==> config.mk <==
export PLATFORM = sky130hd
export DESIGN_NAME = reset_clock_mode_select
export DESIGN_NICKNAME = d
export VERILOG_FILES = /design/src/include/clock_mode_pkg.sv /design/src/hdl/clock_mode_decode.sv /design/src/hdl/reset_clock_mode_select.sv
export VERILOG_INCLUDE_DIRS = /design/src /design/src/include
export SDC_FILE = /design/constraint.sdc
export NUM_CORES = 1
export LEC_CHECK = 0
export BUFFER_PORTS_ARGS = -buffer_cell sky130_fd_sc_hd__buf_2
export CAP_MARGIN = 20
export CORE_ASPECT_RATIO = 1.5
export CORE_MARGIN = 2
export CORE_UTILIZATION = 44
export DETAILED_ROUTE_END_ITERATION = 8
export GPL_ROUTABILITY_DRIVEN = 0
export HOLD_SLACK_MARGIN = 0.1
export PLACE_DENSITY_LB_ADDON = 0.15
export SYNTH_ARGS = -nofsm -noshare
export SYNTH_HDL_FRONTEND = slang
export SYNTH_SLANG_ARGS = --single-unit
export TNS_END_PERCENT = 30
==> constraint.sdc <==
create_clock -name clock -period 2.45 [get_ports clock]
set_clock_uncertainty 0.2 [all_clocks]
set_input_delay 0.3675 -clock clock [delete_from_list [all_inputs] [get_ports clock]]
set_output_delay 0.3675 -clock clock [all_outputs]
set_load 0.02 [all_outputs]
==> src/include/clock_mode_cfg.svh <==
// Functional notes
// - Latch three strap pins while hard reset held
// - Config select extends code with four data bits
// - Basic codes 000-111 decode, 33 MHz input
// - Extended 0001_000-0001_100: comm two, core 4-8
// - Only power-on reset permits a new configuration
// - Bus outputs on rising edge; memory on ticks
// - Four ticks per cycle; T1 rise, T3 fall
// - T2/T4 placement follows the PLL ratio
// - Extended codes from 0100_001 are reserved
`ifndef CLOCK_MODE_CFG_SVH
`define CLOCK_MODE_CFG_SVH
`define STRAP_W 3
`define HIGH_W 4
`define CODE_W 7
`define FACTOR_W 5
`define EXT_RESERVED_FIRST 7'h21
`define TICK_PHASE_W 4
`define FACTOR_RESET 5'h00
`define CODE_RESET 7'h00
`define RATIO_RESET 2'h3
`define TICK_RESET 4'h1
`endif

==> src/include/clock_mode_pkg.sv <==
`default_nettype none
package clock_mode_pkg;
  // Factors are held in half units: value 5 means 2.5
  typedef logic [4:0] factor_type;
  typedef enum logic [2:0] {
    ratio_int,
    ratio_2p5,
    ratio_3p5,
    ratio_none
  } ratio_type;
endpackage
`default_nettype wire

==> src/hdl/clock_mode_decode.sv <==
`include "clock_mode_cfg.svh"
`default_nettype none
module clock_mode_decode
  import clock_mode_pkg::*;
(
  input wire logic [`CODE_W-1:0] code,
  input wire logic extended,
  output factor_type comm_factor,
  output factor_type core_factor,
  output logic valid
);
  logic [`STRAP_W-1:0] low;
  assign low = code[`STRAP_W-1:0];
  always_comb begin
    comm_factor = `FACTOR_RESET;
    core_factor = `FACTOR_RESET;
    valid = 1'b0;
    if (!extended) begin
      valid = 1'b1;
      unique case (low)
        3'h0: begin comm_factor = 5'h06; core_factor = 5'h08; end
        3'h1: begin comm_factor = 5'h06; core_factor = 5'h0A; end
        3'h2: begin comm_factor = 5'h08; core_factor = 5'h08; end
        3'h3: begin comm_factor = 5'h08; core_factor = 5'h0A; end
        3'h4: begin comm_factor = 5'h04; core_factor = 5'h05; end
        3'h5: begin comm_factor = 5'h04; core_factor = 5'h06; end
        3'h6: begin comm_factor = 5'h05; core_factor = 5'h05; end
        3'h7: begin comm_factor = 5'h05; core_factor = 5'h06; end
      endcase
    end else if (code >= 7'h08 && code <= 7'h0C) begin
      valid = 1'b1;
      comm_factor = 5'h04;
      core_factor = 5'(({2'h0, code[2:0]} + 5'h04) << 1);
    end else if (code >= `EXT_RESERVED_FIRST) begin
      valid = 1'b0;
    end
  end
endmodule // clock_mode_decode
`default_nettype wire

==> src/hdl/reset_clock_mode_select.sv <==
`include "clock_mode_cfg.svh"
`default_nettype none
module reset_clock_mode_select
  import clock_mode_pkg::*;
(
  input wire logic clock,
  input wire logic rst,
  input wire logic clock_enable,
  input wire logic power_on_reset,
  input wire logic hard_reset_in,
  input wire logic reset_config_select,
  input wire logic [`STRAP_W-1:0] clock_strap_pins,
  input wire logic [`HIGH_W-1:0] clock_strap_high_bits,
  output factor_type comm_factor_q,
  output factor_type core_factor_q,
  output logic config_valid_q,
  output logic config_locked_q,
  output logic [1:0] ratio_q,
  output logic [`TICK_PHASE_W-1:0] tick_phase_q
);
  typedef enum logic [1:0] {
    st_wait_por,
    st_sampling,
    st_locked
  } state_type;

  // Sequencer, captured code and next values
  state_type state_q;
  state_type state_d;
  logic [`CODE_W-1:0] code_q;
  logic [`CODE_W-1:0] code_d;
  logic [`CODE_W-1:0] code_src;
  logic ext_q;
  logic ext_d;
  logic arm;
  logic capture;
  logic commit;
  factor_type comm_factor_d;
  factor_type core_factor_d;
  factor_type dec_comm;
  factor_type dec_core;
  logic dec_valid;
  logic config_valid_d;
  logic config_locked_d;
  logic [1:0] ratio_d;
  logic [`TICK_PHASE_W-1:0] tick_phase_d;

  // Table lookup of the captured code
  clock_mode_decode u_decode (
    .code(code_q),
    .extended(ext_q),
    .comm_factor(dec_comm),
    .core_factor(dec_core),
    .valid(dec_valid)
  );

  // Sequencer: power-on reset arms, hard reset captures, release commits
  always_comb begin
    state_d = state_q;
    arm = 1'b0;
    capture = 1'b0;
    commit = 1'b0;
    unique case (state_q)
      st_wait_por: begin
        if (power_on_reset) begin
          state_d = st_sampling;
          arm = 1'b1;
        end
      end
      st_sampling: begin
        if (hard_reset_in) begin
          capture = 1'b1;
        end else begin
          state_d = st_locked;
          commit = 1'b1;
        end
      end
      st_locked: begin
        // Hard reset alone leaves the selection in place
        if (power_on_reset) begin
          state_d = st_sampling;
          arm = 1'b1;
        end
      end
      default: begin
        state_d = st_wait_por;
      end
    endcase
  end

  // Sequencer state; a low enable freezes every group below as well
  always_ff @(posedge clock or posedge rst) begin
    if (rst) begin
      state_q <= st_wait_por;
    end else if (clock_enable) begin
      state_q <= state_d;
    end
  end

  // Straps in the low bits, high bits only when extended mode is selected
  for (genvar b = 0; b < `CODE_W; b++) begin : g_code
    if (b < `STRAP_W) begin : g_strap
      assign code_src[b] = clock_strap_pins[b];
    end else begin : g_high
      assign code_src[b] = reset_config_select & clock_strap_high_bits[b-`STRAP_W];
    end
  end

  always_comb begin
    code_d = code_q;
    ext_d = ext_q;
    if (capture) begin
      code_d = code_src;
      ext_d = reset_config_select;
    end
  end

  // Captured code registers
  always_ff @(posedge clock or posedge rst) begin
    if (rst) begin
      code_q <= `CODE_RESET;
      ext_q <= 1'b0;
    end else if (clock_enable) begin
      code_q <= code_d;
      ext_q <= ext_d;
    end
  end

  // Factors change only when a new selection commits
  always_comb begin
    comm_factor_d = comm_factor_q;
    core_factor_d = core_factor_q;
    if (commit) begin
      comm_factor_d = dec_comm;
      core_factor_d = dec_core;
    end
  end

  // Factor registers
  always_ff @(posedge clock or posedge rst) begin
    if (rst) begin
      comm_factor_q <= `FACTOR_RESET;
      core_factor_q <= `FACTOR_RESET;
    end else if (clock_enable) begin
      comm_factor_q <= comm_factor_d;
      core_factor_q <= core_factor_d;
    end
  end

  // Status: locked drops when armed and rises on commit
  always_comb begin
    config_valid_d = config_valid_q;
    config_locked_d = config_locked_q;
    if (arm) begin
      config_locked_d = 1'b0;
    end else if (commit) begin
      config_valid_d = dec_valid;
      config_locked_d = 1'b1;
    end
  end

  // Status registers
  always_ff @(posedge clock or posedge rst) begin
    if (rst) begin
      config_valid_q <= 1'b0;
      config_locked_q <= 1'b0;
    end else if (clock_enable) begin
      config_valid_q <= config_valid_d;
      config_locked_q <= config_locked_d;
    end
  end

  // Tick spacing class from the core factor in half units
  always_comb begin
    unique case (core_factor_d)
      5'h04, 5'h06, 5'h08, 5'h0A, 5'h0C: begin
        // Integer ratios 1:2 to 1:6
        ratio_d = 2'(ratio_int);
      end
      5'h05: begin
        ratio_d = 2'(ratio_2p5);
      end
      5'h07: begin
        ratio_d = 2'(ratio_3p5);
      end
      default: begin
        ratio_d = 2'(ratio_none);
      end
    endcase
  end

  // Ratio register
  always_ff @(posedge clock or posedge rst) begin
    if (rst) begin
      ratio_q <= `RATIO_RESET;
    end else if (clock_enable) begin
      ratio_q <= ratio_d;
    end
  end

  // One-hot tick marker: each bit takes its lower neighbour, T4 wraps to T1
  for (genvar i = 0; i < `TICK_PHASE_W; i++) begin : g_tick
    if (i == 0) begin : g_wrap
      assign tick_phase_d[i] = tick_phase_q[`TICK_PHASE_W-1];
    end else begin : g_shift
      assign tick_phase_d[i] = tick_phase_q[i-1];
    end
  end

  // Marker advances on the rising edge that also launches bus outputs
  always_ff @(posedge clock or posedge rst) begin
    if (rst) begin
      tick_phase_q <= `TICK_RESET;
    end else if (clock_enable) begin
      tick_phase_q <= tick_phase_d;
    end
  end
endmodule // reset_clock_mode_select
`default_nettype wire

==> report_table.html, run 1 <==
<table>
<tr><th>Metric</th><th>Value</th></tr>
<tr><th colspan="2">Clock tree</th></tr>
<tr><td>Cell chosen for the clock root</td><td>sky130_fd_sc_hd__clkbuf_8</td></tr>
<tr><td>Number of sinks on the clock net</td><td>27</td></tr>
<tr><td>Clock H-tree levels</td><td>1</td></tr>
<tr><td>Hold_buf cts</td><td>1</td></tr>
<tr><td>Number of post-CTS setup repair buffers</td><td>0</td></tr>
<tr><td>Number of buffers created by CTS</td><td>3</td></tr>
<tr><td>Clock tree from TritonCTS</td><td>yes</td></tr>
<tr><td>CTS clk-pin slew, worst paths</td><td>0.10 ns</td></tr>
<tr><td>Clock Path Buffers</td><td>2</td></tr>
<tr><td>Quantity of gates resized following cts</td><td>0</td></tr>
<tr><td>Clock insertion delay at the later pin of the skew report</td><td>approximately 0.28 ns</td></tr>
<tr><th colspan="2">GRT</th></tr>
<tr><td>Met2 track utilization from global routing</td><td>roughly 25%</td></tr>
<tr><td>Largest net degree at the start of global routing</td><td>28</td></tr>
<tr><td>Via count of the first global-routing pass</td><td>roughly 910</td></tr>
<tr><td>Global-route total usage across every layer</td><td>between 10% and 20%</td></tr>
<tr><td>Met3 GRT Util</td><td>3.385%</td></tr>
<tr><td>Busiest layer in global routing</td><td>met2</td></tr>
<tr><td>Number of antenna violations at the first check in global routing</td><td>0</td></tr>
<tr><td>GR Overflow Total</td><td>0</td></tr>
<tr><td>GR met1 Demand/Resource</td><td>21.09%</td></tr>
<tr><td>Wire length of the first global-routing pass</td><td>about 4000 um</td></tr>
<tr><th colspan="2">Floorplan</th></tr>
<tr><td>CORE AREA</td><td>2705 sq um</td></tr>
<tr><td>Cell Rows</td><td>23</td></tr>
<tr><td>Starting utilization of the core area</td><td>46.35%</td></tr>
<tr><td>IO Pins</td><td>31</td></tr>
<tr><td>Total die area</td><td>3301 sq um</td></tr>
<tr><td>Die outline height</td><td>69.38 um</td></tr>
<tr><td>Die boundary width</td><td>47.59 um</td></tr>
<tr><th colspan="2">Timing</th></tr>
<tr><td>Fin worst setup slack</td><td>0.2405 ns</td></tr>
<tr><td>Fin Setup TNS</td><td>0 ns</td></tr>
<tr><td>Final count of pins violating max slew</td><td>0</td></tr>
<tr><td>Unrepaired setup endpoints after global routing</td><td>false</td></tr>
<tr><td>Number of setup violations in the final report</td><td>0</td></tr>
<tr><td>Fraction of the cycle the final worst path needs</td><td>roughly nine tenths</td></tr>
<tr><td>Final hold violation count</td><td>0</td></tr>
<tr><td>Max Fclk</td><td>0.4526 GHz</td></tr>
<tr><td>Worst hold margin</td><td>around 0.11 ns</td></tr>
<tr><td>Min cycle time layout</td><td>2.210 ns</td></tr>
<tr><th colspan="2">Critical path</th></tr>
<tr><td>Reg2Reg Depth</td><td>5</td></tr>
<tr><td>Classification of the worst setup path</td><td>reg -&gt; reg</td></tr>
<tr><td>Cell chain of the critical path</td><td>or4b_4, nor3_2, o22ai_1, o41a_1, a41oi_2</td></tr>
<tr><td>Critical path's slowest cell</td><td>sky130_fd_sc_hd__or4b_4</td></tr>
<tr><td>Critical Path AT</td><td>2.21 ns</td></tr>
<tr><td>Crit path buf inv count</td><td>0</td></tr>
<tr><td>Launch point of the critical path</td><td>code_q[6]</td></tr>
<tr><td>CP max stage delay</td><td>0.57 ns</td></tr>
<tr><td>Gate family responsible for the most delay along the worst path</td><td>simple AND/OR/NAND/NOR gates</td></tr>
<tr><td>CP Data Required Time</td><td>about 2.5 ns</td></tr>
<tr><td>Startpoint of the lowest-slack register-to-register path</td><td>code_q[6]</td></tr>
<tr><td>Kind of capture point of the worst setup path</td><td>flop</td></tr>
<tr><td>Cell depth of the worst setup path</td><td>5</td></tr>
<tr><td>Worst setup endpoint</td><td>ratio_q[0]</td></tr>
<tr><td>Worst reg2reg path endpoint</td><td>ratio_q[0]</td></tr>
<tr><td>R2R setup slack</td><td>0.24 ns</td></tr>
<tr><td>Worst Setup Start Kind</td><td>flop</td></tr>
<tr><td>Maximum net fanout on the critical path</td><td>5</td></tr>
<tr><th colspan="2">Yosys</th></tr>
<tr><td>Net Count, Synth</td><td>between 100 and 150</td></tr>
<tr><td>Synthesized area divided by synthesized cell count</td><td>10.62 sq um</td></tr>
<tr><td>Count of state elements after synthesis</td><td>27</td></tr>
<tr><td>Number of unique standard cell types used by synthesis</td><td>31</td></tr>
<tr><td>EDFF count, synth</td><td>0</td></tr>
<tr><td>Most common flop cell mapped by yosys</td><td>sky130_fd_sc_hd__dfrtp_1</td></tr>
<tr><td>Sequential element share of the synthesized area</td><td>54.19%</td></tr>
<tr><td>Gate count of the mapped netlist</td><td>118</td></tr>
<tr><td>Mapped cell area</td><td>1254 sq um</td></tr>
<tr><td>Count of synthesis-stage warnings from yosys</td><td>0</td></tr>
<tr><td>Share of synthesized flip-flops with an asynchronous set or reset</td><td>100.0%</td></tr>
<tr><th colspan="2">Drt</th></tr>
<tr><td>Avg WL per Cell</td><td>12.32 um</td></tr>
<tr><td>Remaining routing DRC violations</td><td>0</td></tr>
<tr><td>First-pass iteration count of the detailed router</td><td>4</td></tr>
<tr><td>Number of vias after detailed routing</td><td>941</td></tr>
<tr><td>Number of DRC markers after the initial detailed-route iteration</td><td>13</td></tr>
<tr><td>Number of nets with antenna violations after routing</td><td>0</td></tr>
<tr><td>Routed wire length</td><td>around 2300 um</td></tr>
<tr><td>Vias/cell</td><td>5.114</td></tr>
<tr><th colspan="2">Power and ir drop</th></tr>
<tr><td>Power consumption</td><td>1.601 mW</td></tr>
<tr><td>Leak</td><td>0.7124 nW</td></tr>
<tr><td>Worst supply voltage drop on vdd</td><td>0.6621 mV</td></tr>
<tr><td>Power per unit of standard cell area</td><td>1079 nW/um^2</td></tr>
<tr><th colspan="2">Layout</th></tr>
<tr><td>Most frequent cells in the layout</td><td>sky130_fd_sc_hd__buf_2 (29), sky130_fd_sc_hd__nand2_1 (27), sky130_fd_sc_hd__dfrtp_1 (24)</td></tr>
<tr><td>Number of fill cells</td><td>277</td></tr>
<tr><td>Commonest non-fill, non-tap cell in the layout</td><td>sky130_fd_sc_hd__buf_2</td></tr>
<tr><td>Share of the core filled with cells</td><td>between 50% and 60%</td></tr>
<tr><td>Final instance count without filler cells</td><td>about 180</td></tr>
<tr><td>Number of nets in the final layout</td><td>161</td></tr>
<tr><td>Share of cells above drive strength 1</td><td>36.73%</td></tr>
<tr><td>Final std cell area, no fill</td><td>1484 sq um</td></tr>
<tr><td>Layout Area Growth over Synthesis</td><td>18.36%</td></tr>
<tr><td>Diodes inserted</td><td>0</td></tr>
<tr><th colspan="2">Placed design</th></tr>
<tr><td>Post-placement cell count</td><td>179</td></tr>
<tr><td>Placed standard-cell area</td><td>1425 sq um</td></tr>
<tr><td>HPWL after DPL</td><td>1756 um</td></tr>
<tr><td>Minimum setup slack after placement</td><td>0.2698 ns</td></tr>
<tr><td>Number of input and output port buffers inserted</td><td>29</td></tr>
<tr><th colspan="2">Hold path</th></tr>
<tr><td>Number of cells traversed by the worst hold path</td><td>2</td></tr>
<tr><td>HP Start</td><td>clock_strap_pins[1]</td></tr>
<tr><td>HP Class</td><td>in -&gt; reg</td></tr>
<tr><th colspan="2">Status</th></tr>
<tr><td>Run status</td><td>complete, no violations</td></tr>
<tr><th colspan="2">Run</th></tr>
<tr><td>Max_cap viols</td><td>0</td></tr>
</table>
[cells by family (layout without fill, tap and decap cells)]
kind of cell / count (synthesis) / count (layout) / share of synthesized area (%)
buffers and inverters: 9 / 38 / 3.093
other: 1 / 1 / 0.2991
and+or+nand+nor: 42 / 42 / 16.47
muxes: 12 / 12 / 10.68
DFF: 27 / 27 / 54.19
AOI/OAI and AO/OA: 27 / 27 / 15.27
[worst min-delay path by stage]
| stage | slack (ns) | endpoint |
|---|---|---|
| finish | 0.11 | code_q[1] |
| global route | 0.11 | code_q[1] |
| CTS | 0.11 | code_q[1] |
| detailed placement | 0.24 | code_q[1] |
| global placement | 0.23 | code_q[2] |
| floorplan | 0.22 | code_q[0] |
[registers in the layout (all words and copies together), names as in the netlist]
register / count
code_q: 7
core_factor_q: 5
comm_factor_q: 4
tick_phase_q: 4
ratio_q: 2
state_q: 2
config_locked_q: 1
config_valid_q: 1
ext_q: 1
[cell usage after synthesis (2+ instances only)]
cell                       instances  area share [%]
sky130_fd_sc_hd__o21a_1            3             1.8
sky130_fd_sc_hd__dfstp_2           3             6.3
sky130_fd_sc_hd__clkbuf_1          3            0.90
sky130_fd_sc_hd__o31ai_1           2             1.2
sky130_fd_sc_hd__nor2_1            5             1.5
sky130_fd_sc_hd__dfrtp_1          24              48
sky130_fd_sc_hd__nand2_1          27             8.1
sky130_fd_sc_hd__mux2_2           11             9.9
sky130_fd_sc_hd__nand2b_1          2             1.0
sky130_fd_sc_hd__a21oi_1           3             1.2
sky130_fd_sc_hd__a41oi_2           2             2.6
sky130_fd_sc_hd__inv_1             3            0.90
sky130_fd_sc_hd__o21ai_0          12             4.8
[area by class of cell]
class / count / area (sq um) / area share (%)
clock buffer: 3 / 41.29 / 2.782
clock inverter: 1 / 7.507 / 0.5059
sequential: 27 / 679.4 / 45.78
tap: 37 / 46.29 / 3.120
multi-input combinational: 82 / 535.5 / 36.09
timing repair buffer: 31 / 162.7 / 10.96
inverter: 3 / 11.26 / 0.7589
[worst reg2reg max path, delay by kind of cell, from the launching register on]
kind | cells | cell delay (ns)
simple gates | 2 | 0.78
compound gates | 3 | 0.76
flops | 1 | 0.39
[power by group]
group,leakage [nW],internal (mW),switching [mW]
sequential,0.341,0.612,0.151
combinational,0.350,0.250,0.331
clock,0.0217,0.116,0.141
[layer usage]
| layer | share of wire [%] | routed length [um] | up-vias |
|---|---|---|---|
| met3 | 4.8 | 108 | 5 |
| met2 | 51 | 1145 | 25 |
| met1 | 42 | 962 | 440 |
| met5 | 0 | 0 | - |
| li1 | - | - | 471 |
| met4 | 2.2 | 49 | 0 |
Note: power is estimated with default switching activity, not from simulation.
==> inputs of run 2 (changes only) <==
--- a/config.mk
+++ b/config.mk
@@ -15,6 +15,7 @@
 export GPL_ROUTABILITY_DRIVEN = 0
 export HOLD_SLACK_MARGIN = 0.1
 export PLACE_DENSITY_LB_ADDON = 0.15
+export REMOVE_ABC_BUFFERS = 1
 export SYNTH_ARGS = -nofsm -noshare
 export SYNTH_HDL_FRONTEND = slang
 export SYNTH_SLANG_ARGS = --single-unit
==> run 2 against run 1 <==
Compared with the run above: critical path depth is the same; clock power down 4%; flip-flop and latch count unchanged; total power down 0.42%; core utilization decreased by 0.092 points; worst hold slack improved by 0.0089 ns; non-clock buffer count stayed put; first-iteration DRC count fell by 31%.
==> report_table.html, run 2 (synthesis results as in run 1) <==
<table>
<tr><th>Metric</th><th>Value</th></tr>
<tr><th colspan="2">Drt</th></tr>
<tr><td>Vias/cell</td><td>5.087 (was 5.114)</td></tr>
<tr><td>First-pass iteration count of the detailed router</td><td>4 (unchanged)</td></tr>
<tr><td>Number of DRC markers after the initial detailed-route iteration</td><td>9 (was 13)</td></tr>
<tr><td>Number of nets with antenna violations after routing</td><td>0 (unchanged)</td></tr>
<tr><td>Avg WL per Cell</td><td>12.53 um (was 12.32 um)</td></tr>
<tr><td>Number of vias after detailed routing</td><td>936 (was 941)</td></tr>
<tr><td>Remaining routing DRC violations</td><td>0 (unchanged)</td></tr>
<tr><td>Routed wire length</td><td>2305 um (was 2266 um)</td></tr>
<tr><th colspan="2">Layout</th></tr>
<tr><td>Number of nets in the final layout</td><td>161 (unchanged)</td></tr>
<tr><td>Number of fill cells</td><td>287 (was 277)</td></tr>
<tr><td>Layout Area Growth over Synthesis</td><td>18.16% (was 18.36%)</td></tr>
<tr><td>Diodes inserted</td><td>0 (unchanged)</td></tr>
<tr><td>Register with the most flip-flops</td><td>code_q (unchanged)</td></tr>
<tr><td>Share of the core filled with cells</td><td>54.76% (was 54.86%)</td></tr>
<tr><td>Sequential cell area</td><td>679.4 sq um (unchanged)</td></tr>
<tr><td>Biggest regs</td><td>code_q: 7 flops, core_factor_q: 5 flops (unchanged)</td></tr>
<tr><td>Share of cells above drive strength 1</td><td>36.73% (unchanged)</td></tr>
<tr><td>Commonest non-fill, non-tap cell in the layout</td><td>sky130_fd_sc_hd__buf_2 (unchanged)</td></tr>
<tr><td>Area of combinational cells with multiple inputs</td><td>535.5 sq um (unchanged)</td></tr>
<tr><td>Flip-flop count of the largest register, all copies and words added</td><td>7 (unchanged)</td></tr>
<tr><td>Most frequent cells in the layout</td><td>sky130_fd_sc_hd__buf_2 (29), sky130_fd_sc_hd__nand2_1 (27), sky130_fd_sc_hd__dfrtp_1 (24) (unchanged)</td></tr>
<tr><th colspan="2">Floorplan</th></tr>
<tr><td>Cell Rows</td><td>23 (unchanged)</td></tr>
<tr><td>CORE AREA</td><td>2705 sq um (unchanged)</td></tr>
<tr><td>Total die area</td><td>3301 sq um (unchanged)</td></tr>
<tr><td>IO Pins</td><td>31 (unchanged)</td></tr>
<tr><td>Starting utilization of the core area</td><td>46.35% (unchanged)</td></tr>
<tr><td>Die outline height</td><td>69.38 um (unchanged)</td></tr>
<tr><td>Die boundary width</td><td>47.59 um (unchanged)</td></tr>
<tr><th colspan="2">Clock tree</th></tr>
<tr><td>Clock tree from TritonCTS</td><td>yes (unchanged)</td></tr>
<tr><td>Clock Path Buffers</td><td>2 (unchanged)</td></tr>
<tr><td>Clock insertion delay at the later pin of the skew report</td><td>0.27 ns (was 0.28 ns)</td></tr>
<tr><td>Number of sinks on the clock net</td><td>27 (unchanged)</td></tr>
<tr><td>Cell chosen for the clock root</td><td>sky130_fd_sc_hd__clkbuf_8 (unchanged)</td></tr>
<tr><td>Clock H-tree levels</td><td>1 (unchanged)</td></tr>
<tr><td>CTS clk-pin slew, worst paths</td><td>0.09 ns (was 0.10 ns)</td></tr>
<tr><td>Number of buffers created by CTS</td><td>3 (unchanged)</td></tr>
<tr><th colspan="2">GRT</th></tr>
<tr><td>Wire length of the first global-routing pass</td><td>3967 um (was 3974 um)</td></tr>
<tr><td>Largest net degree at the start of global routing</td><td>28 (unchanged)</td></tr>
<tr><td>Via count of the first global-routing pass</td><td>932 (was 913)</td></tr>
<tr><td>Global-route total usage across every layer</td><td>15.88% (was 16.23%)</td></tr>
<tr><td>Number of antenna violations at the first check in global routing</td><td>0 (unchanged)</td></tr>
<tr><td>GR Overflow Total</td><td>0 (unchanged)</td></tr>
<tr><th colspan="2">Placed design</th></tr>
<tr><td>Number of input and output port buffers inserted</td><td>29 (unchanged)</td></tr>
<tr><td>HPWL after DPL</td><td>1781 um (was 1756 um)</td></tr>
<tr><th colspan="2">Timing</th></tr>
<tr><td>Unrepaired setup endpoints after global routing</td><td>false (unchanged)</td></tr>
<tr><td>Final hold violation count</td><td>0 (unchanged)</td></tr>
<tr><td>Final count of pins violating max slew</td><td>0 (unchanged)</td></tr>
<tr><td>Fraction of the cycle the final worst path needs</td><td>91.27% (was 90.18%)</td></tr>
<tr><td>Min cycle time layout</td><td>2.236 ns (was 2.210 ns)</td></tr>
<tr><td>Fin Setup TNS</td><td>0 ns (unchanged)</td></tr>
<tr><td>Max Fclk</td><td>0.4472 GHz (was 0.4526 GHz)</td></tr>
<tr><td>Number of setup violations in the final report</td><td>0 (unchanged)</td></tr>
<tr><th colspan="2">Critical path</th></tr>
<tr><td>Kind of capture point of the worst setup path</td><td>flop (unchanged)</td></tr>
<tr><td>CP Data Required Time</td><td>2.45 ns (about the same)</td></tr>
<tr><td>R2R setup slack</td><td>0.21 ns (was 0.24 ns)</td></tr>
<tr><td>Critical Path AT</td><td>2.23 ns (was 2.21 ns)</td></tr>
<tr><td>Maximum net fanout on the critical path</td><td>5 (unchanged)</td></tr>
<tr><td>Worst Setup Start Kind</td><td>flop (unchanged)</td></tr>
<tr><td>Classification of the worst setup path</td><td>reg -&gt; reg (unchanged)</td></tr>
<tr><th colspan="2">Run</th></tr>
<tr><td>Max_cap viols</td><td>0 (unchanged)</td></tr>
<tr><th colspan="2">Power and ir drop</th></tr>
<tr><td>Power consumption</td><td>1.594 mW (was 1.601 mW)</td></tr>
<tr><td>Leak</td><td>0.7162 nW (was 0.7124 nW)</td></tr>
<tr><td>Power per unit of standard cell area</td><td>1076 nW/um^2 (was 1079 nW/um^2)</td></tr>
<tr><td>Worst supply voltage drop on vdd</td><td>0.5495 mV (was 0.6621 mV)</td></tr>
<tr><th colspan="2">Hold path</th></tr>
<tr><td>HP Class</td><td>in -&gt; reg (unchanged)</td></tr>
<tr><th colspan="2">Status</th></tr>
<tr><td>Run status</td><td>complete, no violations (unchanged)</td></tr>
</table>
==> run 2: repair_timing <==
item                                    CTS  global route
gates resized for setup                   0             0
setup buffers                             0             0
endpoints found under the hold margin    24             0
hold buffers                              1             0
endpoints found under the setup margin    0             0
==> run 2: final timing paths <==
check | start | end | cells past startpoint
max | code_q[6] | ratio_q[0] | 5
max in group asynchronous | rst | ratio_q[0] | 4
min in group asynchronous | rst | code_q[0] | 4
min reg2reg | config_valid_q | config_valid_q | 2
min | clock_strap_pins[0] | code_q[0] | 2
max reg2reg | code_q[6] | ratio_q[0] | 5
==> run 2: layout make-up <==
type / count / share of cell area (%)
Sequential cell: 27 / 45.86
Clock buffer: 3 / 2.787
Tap cell: 37 / 3.125
Inverter: 3 / 0.7601
Clock inverter: 1 / 0.3378
Timing Repair Buffer: 31 / 10.98
Multi-Input combinational cell: 82 / 36.15
==> run 2: metrics by stage <==
stage / cell area (sq um) / worst slack [ns] / instances / hold slack (ns)
after CTS: 1481 / 0.2140 / 184 / 0.1168
after floorplan: 1226 / 0.3653 / 112 / 0.2180
after global routing: 1481 / 0.1421 / 184 / 0.1192
after detailed placement: 1425 / 0.2437 / 179 / 0.2396
after global placement: 1425 / 0.3083 / 179 / 0.2353
final: 1481 / 0.2138 / 184 / 0.1215
==> run 2: power breakdown <==
| group | leakage [nW] | switching, mW | internal, mW | total (mW) |
|---|---|---|---|---|
| sequential | 0.341 | 0.155 | 0.612 | 0.767 |
| combinational | 0.350 | 0.332 | 0.250 | 0.582 |
| clock | 0.0255 | 0.132 | 0.114 | 0.246 |
| total | 0.716 | 0.619 | 0.975 | 1.59 |
==> run 2: worst max-delay path, cell delays in order (launching register included) <==
cell                      delay (ns)
sky130_fd_sc_hd__dfrtp_1        0.40
sky130_fd_sc_hd__or4b_4         0.57
sky130_fd_sc_hd__nor3_2         0.20
sky130_fd_sc_hd__o22ai_1        0.12
sky130_fd_sc_hd__o41a_1         0.48
sky130_fd_sc_hd__a41oi_2        0.19
==> run 2: layer usage <==
metal	global-route usage (%)	routed length (um)	up-vias	share of wire, %
li1	-	-	467	-
met1	20.27	983	444	43
met2	24.92	1205	21	52
met3	2.604	80	4	3.5
met4	7.808	36	0	1.6
met5	0	0	-	0
